### config.mk
export PLATFORM = sky130hd
export DESIGN_NAME = velocity_move_command
export DESIGN_NICKNAME = d
export VERILOG_FILES = /design/src/shared/velocity_move_pkg.sv /design/src/hw/velocity_move_command.sv
export SDC_FILE = /design/constraint.sdc
export NUM_CORES = 1
export LEC_CHECK = 0
export ABC_AREA = 1
export BUFFER_PORTS_ARGS = -buffer_cell sky130_fd_sc_hd__buf_2
export CAP_MARGIN = 20
export CORE_UTILIZATION = 26
export CTS_BUF_LIST = sky130_fd_sc_hd__clkbuf_8
export DETAILED_ROUTE_END_ITERATION = 6
export PLACE_DENSITY = 0.39
export RECOVER_POWER = 100
export SLEW_MARGIN = 20
export SYNTH_ARGS = -nofsm -noshare
export SYNTH_HDL_FRONTEND = slang
export SYNTH_SLANG_ARGS = --single-unit
### constraint.sdc
create_clock -name core_clk -period 13.05 [get_ports core_clk]
set_input_delay 1.305 -clock core_clk [delete_from_list [all_inputs] [get_ports core_clk]]
set_output_delay 1.305 -clock core_clk [all_outputs]
set_load 0.1 [all_outputs]
### src/shared/velocity_move_pkg.sv
package velocity_move_pkg;
	localparam int VEL_WIDTH = 32;
	localparam logic [2:0] DIR_POSITIVE = 3'h1;
	localparam logic [2:0] DIR_NEGATIVE = 3'h3;
	localparam logic [2:0] DIR_CURRENT = 3'h4;
	localparam logic [15:0] ERR_CODE_NONE = 16'h0000;
	// Code reported for illegal inputs; value chosen freely
	localparam logic [15:0] ERR_CODE_PARAM = 16'h0001;
	localparam logic RESET_FLAG = 1'b0;
	localparam int START_CYCLES = 1;

	typedef enum logic [2:0] {
		ST_IDLE = 3'b001,
		ST_START = 3'b010,
		ST_RUN = 3'b100
	} move_state_e;
endpackage : velocity_move_pkg

### src/hw/velocity_move_command.sv
module velocity_move_command #(
	parameter int VW = velocity_move_pkg::VEL_WIDTH
) (
	input wire logic core_clk,
	input wire logic nrst,
	input wire logic runRequest,
	input wire logic [VW-1:0] targetVelocity,
	input wire logic [VW-1:0] accelLimit,
	input wire logic [VW-1:0] decelLimit,
	input wire logic [VW-1:0] jerkLimit,
	input wire logic [2:0] direction,
	input wire logic takeOver,
	input wire logic execFault,
	input wire logic [15:0] execFaultCode,
	output logic atSpeed,
	output logic busy,
	output logic active,
	output logic aborted_flag,
	output logic errorFlag,
	output logic [15:0] error_code_word,
	output logic signed [VW:0] axisVelocity
);
	velocity_move_pkg::move_state_e state;
	velocity_move_pkg::move_state_e next_state;
	logic runPrev;
	logic [VW-1:0] tgtMag;
	logic [VW-1:0] accel;
	logic [VW-1:0] decel;
	logic [VW-1:0] jerk;
	logic tgtNeg;
	logic [VW-1:0] curRate;

	wire runRise = runRequest & ~runPrev;
	wire runFall = ~runRequest & runPrev;
	wire dirLegal = (direction == velocity_move_pkg::DIR_POSITIVE) ||
		(direction == velocity_move_pkg::DIR_NEGATIVE) ||
		(direction == velocity_move_pkg::DIR_CURRENT);
	wire paramBad = ~dirLegal || (targetVelocity == '0) ||
		(accelLimit == '0) || (decelLimit == '0) || (jerkLimit == '0);
	// Standstill with current direction resolves to positive
	wire dirNegIn = (direction == velocity_move_pkg::DIR_NEGATIVE) ||
		((direction == velocity_move_pkg::DIR_CURRENT) &&
		(axisVelocity < 0));
	wire startOk = runRise & ~paramBad;
	wire startBad = runRise & paramBad;
	wire faultHit = execFault & busy & ~runRise;
	wire abortHit = takeOver & busy & ~runRise & ~faultHit;
	wire stopHit = startBad | faultHit | abortHit;

	// Profile arithmetic, one step per cycle while running
	wire signed [VW:0] tgtSigned = tgtNeg ?
		-$signed({1'b0, tgtMag}) : $signed({1'b0, tgtMag});
	wire signed [VW+1:0] diff = (VW+2)'(tgtSigned) - (VW+2)'(axisVelocity);
	wire [VW+1:0] diffMag = diff[VW+1] ? (VW+2)'(-diff) : diff;
	wire speedUp = (axisVelocity >= 0 && diff > 0) ||
		(axisVelocity <= 0 && diff < 0);
	wire [VW-1:0] rateLimit = speedUp ? accel : decel;
	wire [VW:0] rateRamp = {1'b0, curRate} + {1'b0, jerk};
	wire [VW-1:0] next_rate = (rateRamp > {1'b0, rateLimit}) ?
		rateLimit : rateRamp[VW-1:0];
	wire reached = (diff == '0);
	wire snap = diffMag <= (VW+2)'(next_rate);
	wire signed [VW:0] stepSigned = diff[VW+1] ?
		-$signed({1'b0, next_rate}) : $signed({1'b0, next_rate});
	wire signed [VW:0] next_velocity = snap ? tgtSigned :
		axisVelocity + stepSigned;
	wire running = (state == velocity_move_pkg::ST_RUN);
	// Active follows the state being entered, so it lags busy by one edge
	wire nextRunning = (next_state == velocity_move_pkg::ST_RUN);

	always_comb begin
		next_state = state;
		unique case (state)
			velocity_move_pkg::ST_IDLE: begin
				if (startOk)
					next_state = velocity_move_pkg::ST_START;
			end
			velocity_move_pkg::ST_START: begin
				next_state = velocity_move_pkg::ST_RUN;
			end
			velocity_move_pkg::ST_RUN: begin
				next_state = velocity_move_pkg::ST_RUN;
			end
		endcase
		if (stopHit)
			next_state = velocity_move_pkg::ST_IDLE;
	end

	always_ff @(posedge core_clk or negedge nrst) begin
		if (!nrst) begin
			state <= velocity_move_pkg::ST_IDLE;
			runPrev <= 1'b0;
		end else begin
			state <= next_state;
			runPrev <= runRequest;
		end
	end

	// Inputs are latched only on the start edge
	always_ff @(posedge core_clk or negedge nrst) begin
		if (!nrst) begin
			tgtMag <= '0;
			accel <= '0;
			decel <= '0;
			jerk <= '0;
			tgtNeg <= 1'b0;
		end else if (startOk) begin
			tgtMag <= targetVelocity;
			accel <= accelLimit;
			decel <= decelLimit;
			jerk <= jerkLimit;
			tgtNeg <= dirNegIn;
		end
	end

	// Jerk ramp restarts from zero at every start and at cruise
	always_ff @(posedge core_clk or negedge nrst) begin
		if (!nrst) begin
			curRate <= '0;
			axisVelocity <= '0;
		end else if (startOk || !running || reached) begin
			curRate <= '0;
		end else begin
			curRate <= next_rate;
			axisVelocity <= next_velocity;
		end
	end

	always_ff @(posedge core_clk or negedge nrst) begin
		if (!nrst) begin
			busy <= velocity_move_pkg::RESET_FLAG;
			active <= velocity_move_pkg::RESET_FLAG;
			atSpeed <= velocity_move_pkg::RESET_FLAG;
		end else begin
			busy <= (next_state != velocity_move_pkg::ST_IDLE);
			active <= nextRunning;
			// A restart always shows at least one low cycle before at-speed
			atSpeed <= running & reached & ~stopHit & ~runRise;
		end
	end

	// Set wins over the clear while run is low
	always_ff @(posedge core_clk or negedge nrst) begin
		if (!nrst) begin
			aborted_flag <= velocity_move_pkg::RESET_FLAG;
		end else if (abortHit) begin
			aborted_flag <= 1'b1;
		end else if (!runRequest || runRise) begin
			aborted_flag <= 1'b0;
		end
	end

	always_ff @(posedge core_clk or negedge nrst) begin
		if (!nrst) begin
			errorFlag <= velocity_move_pkg::RESET_FLAG;
			error_code_word <= velocity_move_pkg::ERR_CODE_NONE;
		end else if (startBad) begin
			errorFlag <= 1'b1;
			error_code_word <= velocity_move_pkg::ERR_CODE_PARAM;
		end else if (faultHit) begin
			errorFlag <= 1'b1;
			error_code_word <= execFaultCode;
		end else if (runFall || startOk) begin
			errorFlag <= 1'b0;
			error_code_word <= velocity_move_pkg::ERR_CODE_NONE;
		end
	end

	chk_busy_then_active: assert property (
		@(posedge core_clk) disable iff (!nrst)
		(state == velocity_move_pkg::ST_IDLE) && startOk
		|=> busy && !active ##1 (active || !busy))
		else $error("active did not follow busy by one cycle");

	chk_speed_with_busy: assert property (
		@(posedge core_clk) disable iff (!nrst)
		atSpeed |-> busy && active && axisVelocity == tgtSigned)
		else $error("at-speed without busy, active or target");

	chk_flag_kills_speed: assert property (
		@(posedge core_clk) disable iff (!nrst)
		$rose(aborted_flag) || $rose(errorFlag) |-> !atSpeed)
		else $error("at-speed stayed high with abort or error");

	chk_retrigger_drop: assert property (
		@(posedge core_clk) disable iff (!nrst)
		atSpeed && startOk |=> !atSpeed)
		else $error("at-speed not dropped on retrigger");

	chk_same_value_blink: assert property (
		@(posedge core_clk) disable iff (!nrst)
		atSpeed && startOk && targetVelocity == tgtMag &&
		dirNegIn == tgtNeg && !takeOver && !execFault
		##1 !takeOver && !execFault && !runRise |=> atSpeed)
		else $error("at-speed not restored after one cycle");

	chk_abort_clears: assert property (
		@(posedge core_clk) disable iff (!nrst)
		abortHit |=> aborted_flag && !busy && !active && !atSpeed)
		else $error("abort did not clear the motion outputs");

	chk_abort_pulse: assert property (
		@(posedge core_clk) disable iff (!nrst)
		abortHit && !runRequest ##1 !takeOver |=> !aborted_flag)
		else $error("abort pulse longer than one cycle");

	chk_abort_hold: assert property (
		@(posedge core_clk) disable iff (!nrst)
		aborted_flag && runRequest && runPrev |=> aborted_flag)
		else $error("aborted flag dropped while run high");

	chk_error_entry: assert property (
		@(posedge core_clk) disable iff (!nrst)
		faultHit |=> errorFlag && !busy && !active &&
		error_code_word == $past(execFaultCode))
		else $error("fault did not load error state");

	chk_error_clear: assert property (
		@(posedge core_clk) disable iff (!nrst)
		errorFlag && runFall && !startBad |=> !errorFlag)
		else $error("error not cleared on run falling edge");

	chk_keep_moving: assert property (
		@(posedge core_clk) disable iff (!nrst)
		active && !runRequest && !takeOver && !execFault |=> active)
		else $error("move stopped after run fell");

	cov_reach_speed: cover property (
		@(posedge core_clk) disable iff (!nrst) $rose(atSpeed));
	cov_abort: cover property (
		@(posedge core_clk) disable iff (!nrst) abortHit);
	cov_param_error: cover property (
		@(posedge core_clk) disable iff (!nrst) startBad);
	cov_retrigger: cover property (
		@(posedge core_clk) disable iff (!nrst) atSpeed && startOk);
endmodule : velocity_move_command

==> reports/qor.yml, run 1 <==
critPathCaptureType: "register"
ys.flop_type: "dfrtp_1"
synth_area_um2: 19900
yosysTopAreaCellShare_pct: 27.5
final_nets: 3512
finalInstanceArea_um2: 22900
dpl_cell_area_um2: 22000
yosysTopAreaCell: "dfrtp_1"
max-slew-margin-rel_pct: -310
synth_most_common_cell: "nand2_1"
grt_pass1_vias: 20400
worstSetupStartpointType: "register"
wl_per_cell_um: 18.5
yosys_warnings: 0
synth_nets: 3307
htree_levels: 2
dr.pass1.iters: 5
cp_max_fo: 34
core_um2: 74900
rows: 100
drtAntennaViolNets: 0
initial_core_util_pct: 26.5
min_to: "jerk[0]"
rr_worst_depth: 63
r2r_start: "tgtMag[0]"
grt_antenna_before_repair: 2
r2r_slack_ps: 1130
worst_path_max_delay_cell: "ha_1"
period_needed_ps: 11920
grt_pass1_wl_mm: 120
r2r_end: "axisVelocity[29]"
place.gp.congestion: 0.887
via_per_inst: 4.75
io_pins: 206
worstSetupPathType: "register to register"
period_share_pct: 91.3
drtIter0Drc: 1127
cts_max_path_buffers: 3
synth-edff-count: 0
cp.required_ps: 13580
async_reset_ff_share_pct: 100
port_buffers: 205
grt_setup_unrepaired: "false"
clock_skew_ps: 55.7
clock.fmax_ghz: 0.0839
setup_violations: 0
die_h_um: 278
synth.distinct_cells: 57
drc: 0
yosys-top-cells-count: "932 x nand2_1, 371 x inv_1, 220 x nor2_1, 218 x dfrtp_1, 164 x ha_1"
cap_violations: 5
place_inst: 4110
clk_latency_ps: 660
cts_tree: "built"
min-delay-start: "jerk[0]"
crit_arrival_ps: 12450
grt.total_usage_pct: 20.1
clkSinkCount: 219
vias: 20000
path_clk_slew_ps: 70
cpPeakStageDelay_ps: 400
die_w_um: 278
violations: "max-capacitance violations, max-slew violations"
hold_depth: 2
run_status: "complete, but fails checks"
cp-startpoint: "tgtMag[0]"
finalHoldViolCount: 0
worst_slew_pin_slew_ps: 6150
cts_buffers: 45
syn_inst: 2988
dpl.hpwl_mm: 63.8
hold_class: "register to register"
avgSynthCellArea_um2: 6.65
die-area_um2: 77500
ys_ff_latch: 219
cts_root_buffer: "clkbuf_8"
final.setup.tns_ps: 0
grt_max_degree: 107
synthTopCellsByArea: "dfrtp_1 27%, nand2_1 18%, ha_1 10%"
utilization_pct: 30.6
finalWirelength_mm: 77.8
slew_violations: 392
grt.overflow.total: 0
syn_to_final_growth_pct: 15.3
yosysSeqAreaShare_pct: 27.6
final_cells: 4199
drive_above_1_share_pct: 12.0
-- per-layer routing --
layer | track usage [%] | part of all wire [%] | vias up
met5 | 0 | 0 | -
met4 | 5.20 | 2.1 | 0
met3 | 2.22 | 3.2 | 83
met2 | 35.8 | 49 | 380
met1 | 25.7 | 45 | 9403
li1 | - | - | 10100
-- worst max-delay path, delay by kind of cell (launching register included) --
family,cells,cell delay (ps)
AO/OA/AOI/OAI,15,3390
XOR/XNOR,2,540
adder cells (fa/ha/maj),4,1280
buffers and inverters,6,560
flip-flops,1,370
AND/OR/NAND/NOR,36,5600
-- worst max-delay path by stage --
stage / to / slack [ps] / depth (start not counted)
6_report: axisVelocity[29] / 1130 / 63
5_1_grt: axisVelocity[29] / 0.2 / 63
4_1_cts: axisVelocity[29] / 650 / 65
3_5_place_dp: axisVelocity[29] / 640 / 65
3_3_place_gp: axisVelocity[29] / 910 / 66
2_1_floorplan: axisVelocity[29] / 3470 / 67
-- through the flow --
| step | setup WS [ps] | hold slack [ps] |
|---|---|---|
| final | 1130 | 494 |
| after detailed placement | 638 | 477 |
| after global placement | 911 | 479 |
| after floorplan | 3470 | 442 |
| after global routing | 0.221 | 518 |
| after CTS | 650 | 504 |
-- final cells by class --
type                            count  area (µm²)
Multi-Input combinational cell   2306       12600
Fill cell                        8282       52000
Antenna cell                        1        2.50
Clock buffer                       60         826
Inverter                          392        1470
Timing Repair Buffer              229        1100
Sequential cell                   219        5480
Clock inverter                     23         189
Tap cell                          969        1210
-- cell usage in the layout (no fill, tap or decap), drive strengths merged, types with 10 or more instances in the layout --
cell	Yosys	routed
a21oi	147	147
buf	18	162
inv	388	402
xor2	98	98
nand4	48	48
xnor2	34	34
dfrtp	218	218
o21ai	169	169
o22ai	12	12
nand2	994	994
o21bai	10	10
a31oi	16	16
nor4	48	48
nor2	247	247
or2	23	23
nand3	173	173
ha	164	164
and2	33	33
nor3	40	40
clkbuf	53	127
-- registers in the layout, indices dropped and copies added, names as in the netlist --
name,flops
errorFlag,1
atSpeed,1
error_code_word,16
tgtMag,32
state,3
aborted_flag,1
axisVelocity,33
jerk,32
runPrev,1
tgtNeg,1
curRate,32
busy,1
decel,32
active,1
accel,32
-- cell families (layout without fill, tap and decap cells) --
group | after synthesis | in the layout | share of synthesized area [%]
adder cells (fa/ha/maj) | 167 | 167 | 10.6
other | 0 | 1 | 0
flip-flops | 219 | 219 | 27.6
XOR/XNOR | 132 | 132 | 5.82
AO/OA/AOI/OAI | 394 | 394 | 11.0
buffers and inverters | 463 | 704 | 9.02
AND/OR/NAND/NOR | 1613 | 1613 | 35.9
-- repair_timing --
item,CTS,global route
setup endpoints to repair,0,6
gates resized for setup,0,5
setup buffers,0,5
hold buffers,0,0
Power of run 1 is not shown: default switching activity piles up to over one toggle a cycle in this logic, so the estimate is an artifact.
==> run 2, diff against run 1 <==
--- a/config.mk
+++ b/config.mk
@@ -11,8 +11,10 @@
 export CORE_UTILIZATION = 26
 export CTS_BUF_LIST = sky130_fd_sc_hd__clkbuf_8
 export DETAILED_ROUTE_END_ITERATION = 6
+export GPL_TIMING_DRIVEN = 0
 export PLACE_DENSITY = 0.39
 export RECOVER_POWER = 100
+export REMOVE_ABC_BUFFERS = 1
 export SLEW_MARGIN = 20
 export SYNTH_ARGS = -nofsm -noshare
 export SYNTH_HDL_FRONTEND = slang
==> constraint.sdc (replaced) <==
create_clock -name core_clk -period 13.05 [get_ports core_clk]
set_input_delay 3.2625 -clock core_clk [delete_from_list [all_inputs] [get_ports core_clk]]
set_output_delay 3.2625 -clock core_clk [all_outputs]
set_load 0.1 [all_outputs]
==> reports/qor.yml, run 2 (same netlist as run 1, synthesis figures left out) <==
die-area_um2: 77500
worstSetupPathType: "register to register"
clock.fmax_ghz: 0.0836
drtAntennaViolNets: 0
place_inst: 4109
clock_skew_ps: 45.8
slew_violations: 317
grt_antenna_before_repair: 1
top_register: "axisVelocity"
worstSetupStartpointType: "register"
path_clk_slew_ps: 60
cts_root_buffer: "clkbuf_8"
hold_class: "register to register"
vias: 19800
htree_levels: 2
rows: 100
max-slew-margin-rel_pct: -223
cpPeakStageDelay_ps: 400
drive_above_1_share_pct: 12.8
grt_pass1_vias: 20200
drtIter0Drc: 945
setup_violations: 0
die_h_um: 278
crit_path_frequent_cell: "nand2_1"
final_nets: 3521
violations: "max-capacitance violations, max-slew violations"
via_per_inst: 4.71
clk_latency_ps: 650
core_um2: 74900
period_share_pct: 91.6
finalWirelength_mm: 75.7
dp_slack_ps: -1370
die_w_um: 278
cp_max_fo: 28
grt.total_usage_pct: 19.3
io_pins: 206
finalHoldViolCount: 0
port_buffers: 205
cap_violations: 4
initial_core_util_pct: 26.5
dr.pass1.iters: 5
critPathCaptureType: "register"
crit_arrival_ps: 12450
cts_tree: "built"
cts_max_path_buffers: 3
cp.required_ps: 13540
final_cells: 4206
syn_to_final_growth_pct: 16.0
largest_register_ffs: 33
grt.overflow.total: 0
setup_slack_ps: 1100
grt_pass1_wl_mm: 116
clkSinkCount: 219
drc: 0
cts_buffers: 48
grt_max_degree: 93
final_common_cell: "nand2_1"
wl_per_cell_um: 18.0
final_cell_mix: "934 x nand2_1, 383 x inv_1, 219 x nor2_1, 218 x dfrtp_1, 164 x ha_1"
period_needed_ps: 11960
dpl.hpwl_mm: 61.4
place.gp.congestion: 0.883
worst_slew_pin_slew_ps: 4840
worst_path_max_delay_cell: "ha_1"
run_status: "complete, but fails checks"
run 2: area by class of cell:
class	count	area, µm²
clock buffers	56	771
repair buffers	233	1210
inverters	392	1480
well taps	969	1210
fillers	8388	51900
clock inverters	27	156
multi-input cells	2308	12700
diodes	2	5.00
flip-flops and latches	219	5480
run 2: per-stage QoR:
step                      instance area [µm²]  utilization, %  hold slack [ps]  setup TNS [ps]
after global routing                    23000            30.7              505           -23.8
after floorplan                         19500               -              442           -8450
after global placement                  21800            29.1              464        -1444100
final                                   23000            30.7              473               0
after CTS                               23200            30.9              477               0
after detailed placement                22200            29.6              461          -21750
run 2: critical path: cells and delay by family, from the launching register on:
family                     cells  cell delay, ps
adders and majority gates      5            1540
xor gates and xnor gates       2             540
AOI/OAI and AO/OA             13            2590
and+or+nand+nor               37            5790
DFF                            1             380
buffers and inverters          9             940
run 2: path summary, 6_finish.rpt:
path	from	to	slack, ps	cells past startpoint
max	tgtMag[0]	axisVelocity[29]	1100	66
min	accel[18]	accel[18]	470	2
max reg2reg	tgtMag[0]	axisVelocity[29]	1100	66
min reg2reg	accel[18]	accel[18]	470	2
max in group asynchronous	nrst	decel[28]	3550	2
min in group asynchronous	nrst	accel[10]	3620	1
run 2: layer usage:
metal	share of wire [%]	global-route usage, %	up-vias
met2	49	34.5	327
met3	3.3	2.37	101
met1	46	24.4	9295
li1	-	-	10100
met4	2.1	4.82	0
met5	0	0	-
run 2: repair_timing:
action / CTS / global route
cloned: 1 / 1
gates resized for setup: 8 / 13
setup endpoints to repair: 33 / 26
pin swaps: 3 / 3
buffers inserted: 4 / 6
hold buffers: 0 / 0
Power of run 2 is left out for the same reason.
==> run 3, diff against run 2 <==
--- a/config.mk
+++ b/config.mk
@@ -8,6 +8,7 @@
 export ABC_AREA = 1
 export BUFFER_PORTS_ARGS = -buffer_cell sky130_fd_sc_hd__buf_2
 export CAP_MARGIN = 20
+export CORE_ASPECT_RATIO = 0.6
 export CORE_UTILIZATION = 26
 export CTS_BUF_LIST = sky130_fd_sc_hd__clkbuf_8
 export DETAILED_ROUTE_END_ITERATION = 6
==> reports/qor.yml, run 3 (same netlist as run 1, synthesis figures left out) <==
run_status: "complete, but fails checks"
violations: "max-capacitance violations, max-slew violations"
drive_above_1_share_pct: 13.1
clk_latency_ps: 640
dr.pass1.iters: 7
syn_to_final_growth_pct: 16.7
place.gp.congestion: 0.921
period_share_pct: 94.1
rr_worst_depth: 57
cap_violations: 3
worstSetupStartpointType: "register"
final_cell_mix: "930 x nand2_1, 382 x inv_1, 218 x nor2_1, 218 x dfrtp_1, 164 x ha_1"
die-area_um2: 77500
wl_per_cell_um: 18.3
worstSetupPathType: "register to register"
grt_pass1_vias: 18800
grt_max_degree: 91
cp.required_ps: 13560
worst_slew_pin_slew_ps: 4760
crit_path_frequent_cell: "nand2_1"
setup_violations: 0
clock_skew_ps: 17.1
cts_buffers: 42
finalHoldViolCount: 0
cts_root_buffer: "clkbuf_8"
clock.fmax_ghz: 0.0814
grt.overflow.total: 0
max-slew-margin-rel_pct: -218
top_register: "axisVelocity"
final_nets: 3514
whs_ps: 470
vias: 19800
drtIter0Drc: 1500
largest_register_ffs: 33
rows: 78
cp-startpoint: "tgtNeg"
final_common_cell: "nand2_1"
cts_tree: "built"
fill_cells: 8533
io_pins: 206
cts_max_path_buffers: 3
r2r_slack_ps: 770
clkSinkCount: 219
path_clk_slew_ps: 60
initial_core_util_pct: 26.3
worst_path_max_delay_cell: "dfrtp_1"
grt_antenna_before_repair: 2
via_per_inst: 4.70
period_needed_ps: 12280
grt_pass1_wl_mm: 116
final.setup.tns_ps: 0
port_buffers: 205
drc: 0
cp_max_fo: 28
htree_levels: 2
die_h_um: 216
slew_violations: 224
grt.total_usage_pct: 19.7
multi_input_area_um2: 12800
drtAntennaViolNets: 0
dpl.hpwl_mm: 62.7
die_w_um: 359
core_um2: 75500
r2r_start: "tgtNeg"
grt_setup_unrepaired: "true"
worstSetupEndpoint: "axisVelocity[29]"
r2r_end: "axisVelocity[29]"
finalWirelength_mm: 77.1
crit_arrival_ps: 12790
seqCellArea_um2: 5480
cpPeakStageDelay_ps: 1070
hold_class: "register to register"
critPathCaptureType: "register"
[run 3: cell count changes in the layout (fill, tap and decap cells not counted), moves of 3 or more]
cell,change
buf_16,+3
buf_12,+5
clkinv_2,-8
clkbuf_8,-4
nand2_2,+4
a21oi_1,-3
clkbuf_1,-6
buf_4,-4
nand2_1,-4
a21oi_2,+3
nor4_2,+3
[run 3: critical path, delay by kind of cell, from the launching register on]
| kind | cells | cell delay [ps] |
|---|---|---|
| simple gates | 27 | 4670 |
| compound gates | 15 | 3360 |
| xor+xnor | 2 | 400 |
| buf+inv | 9 | 1400 |
| flops | 1 | 1070 |
| fa+ha+maj | 4 | 1180 |
[run 3: metal layers]
layer | part of all wire (%) | up-vias | GRT usage (%)
li1 | - | 10100 | -
met1 | 56 | 9229 | 33.0
met2 | 36 | 490 | 25.0
met3 | 6.6 | 56 | 3.87
met4 | 1.0 | 0 | 2.94
met5 | 0 | - | 0
[run 3: timing repair]
item / CTS / global route
endpoints found under the setup margin: 33 / 33
pin swaps: 2 / 3
setup buffers: 2 / 7
hold buffers: 0 / 0
gates cloned: 1 / 1
gates resized for setup: 14 / 17
[run 3: area by class of cell]
class                   instances  share of cell area (%)
inverters                     392                    6.42
clock inverters                20                   0.524
diodes                          1                  0.0108
repair buffers                232                    5.80
flip-flops and latches        219                    23.7
clock buffers                  52                    3.09
well taps                    1000                    5.40
multi-input cells            2308                    55.1
[run 3: per-stage QoR]
step           std cells  instance area, µm²  utilization (%)  setup WS, ps
4_1_cts             4215               23100             30.6           100
3_5_place_dp        4140               22200             29.4         -1940
3_3_place_gp        4122               21800             28.9        -13090
2_1_floorplan       2917               19500                -          -352
5_1_grt             4224               23200             30.7         -55.6
6_report            4224               23200             30.7           772
[run 3: how the worst min path moves through the flow]
stage	slack [ps]	startpoint	to	depth (start not counted)
finish	470	decel[14]	decel[14]	2
detailed placement	460	accel[13]	accel[13]	2
global placement	460	accel[13]	accel[13]	2
floorplan	440	accel[0]	accel[0]	2
CTS	480	accel[13]	accel[13]	2
global route	500	decel[6]	decel[6]	2
Power of run 3 is left out for the same reason.
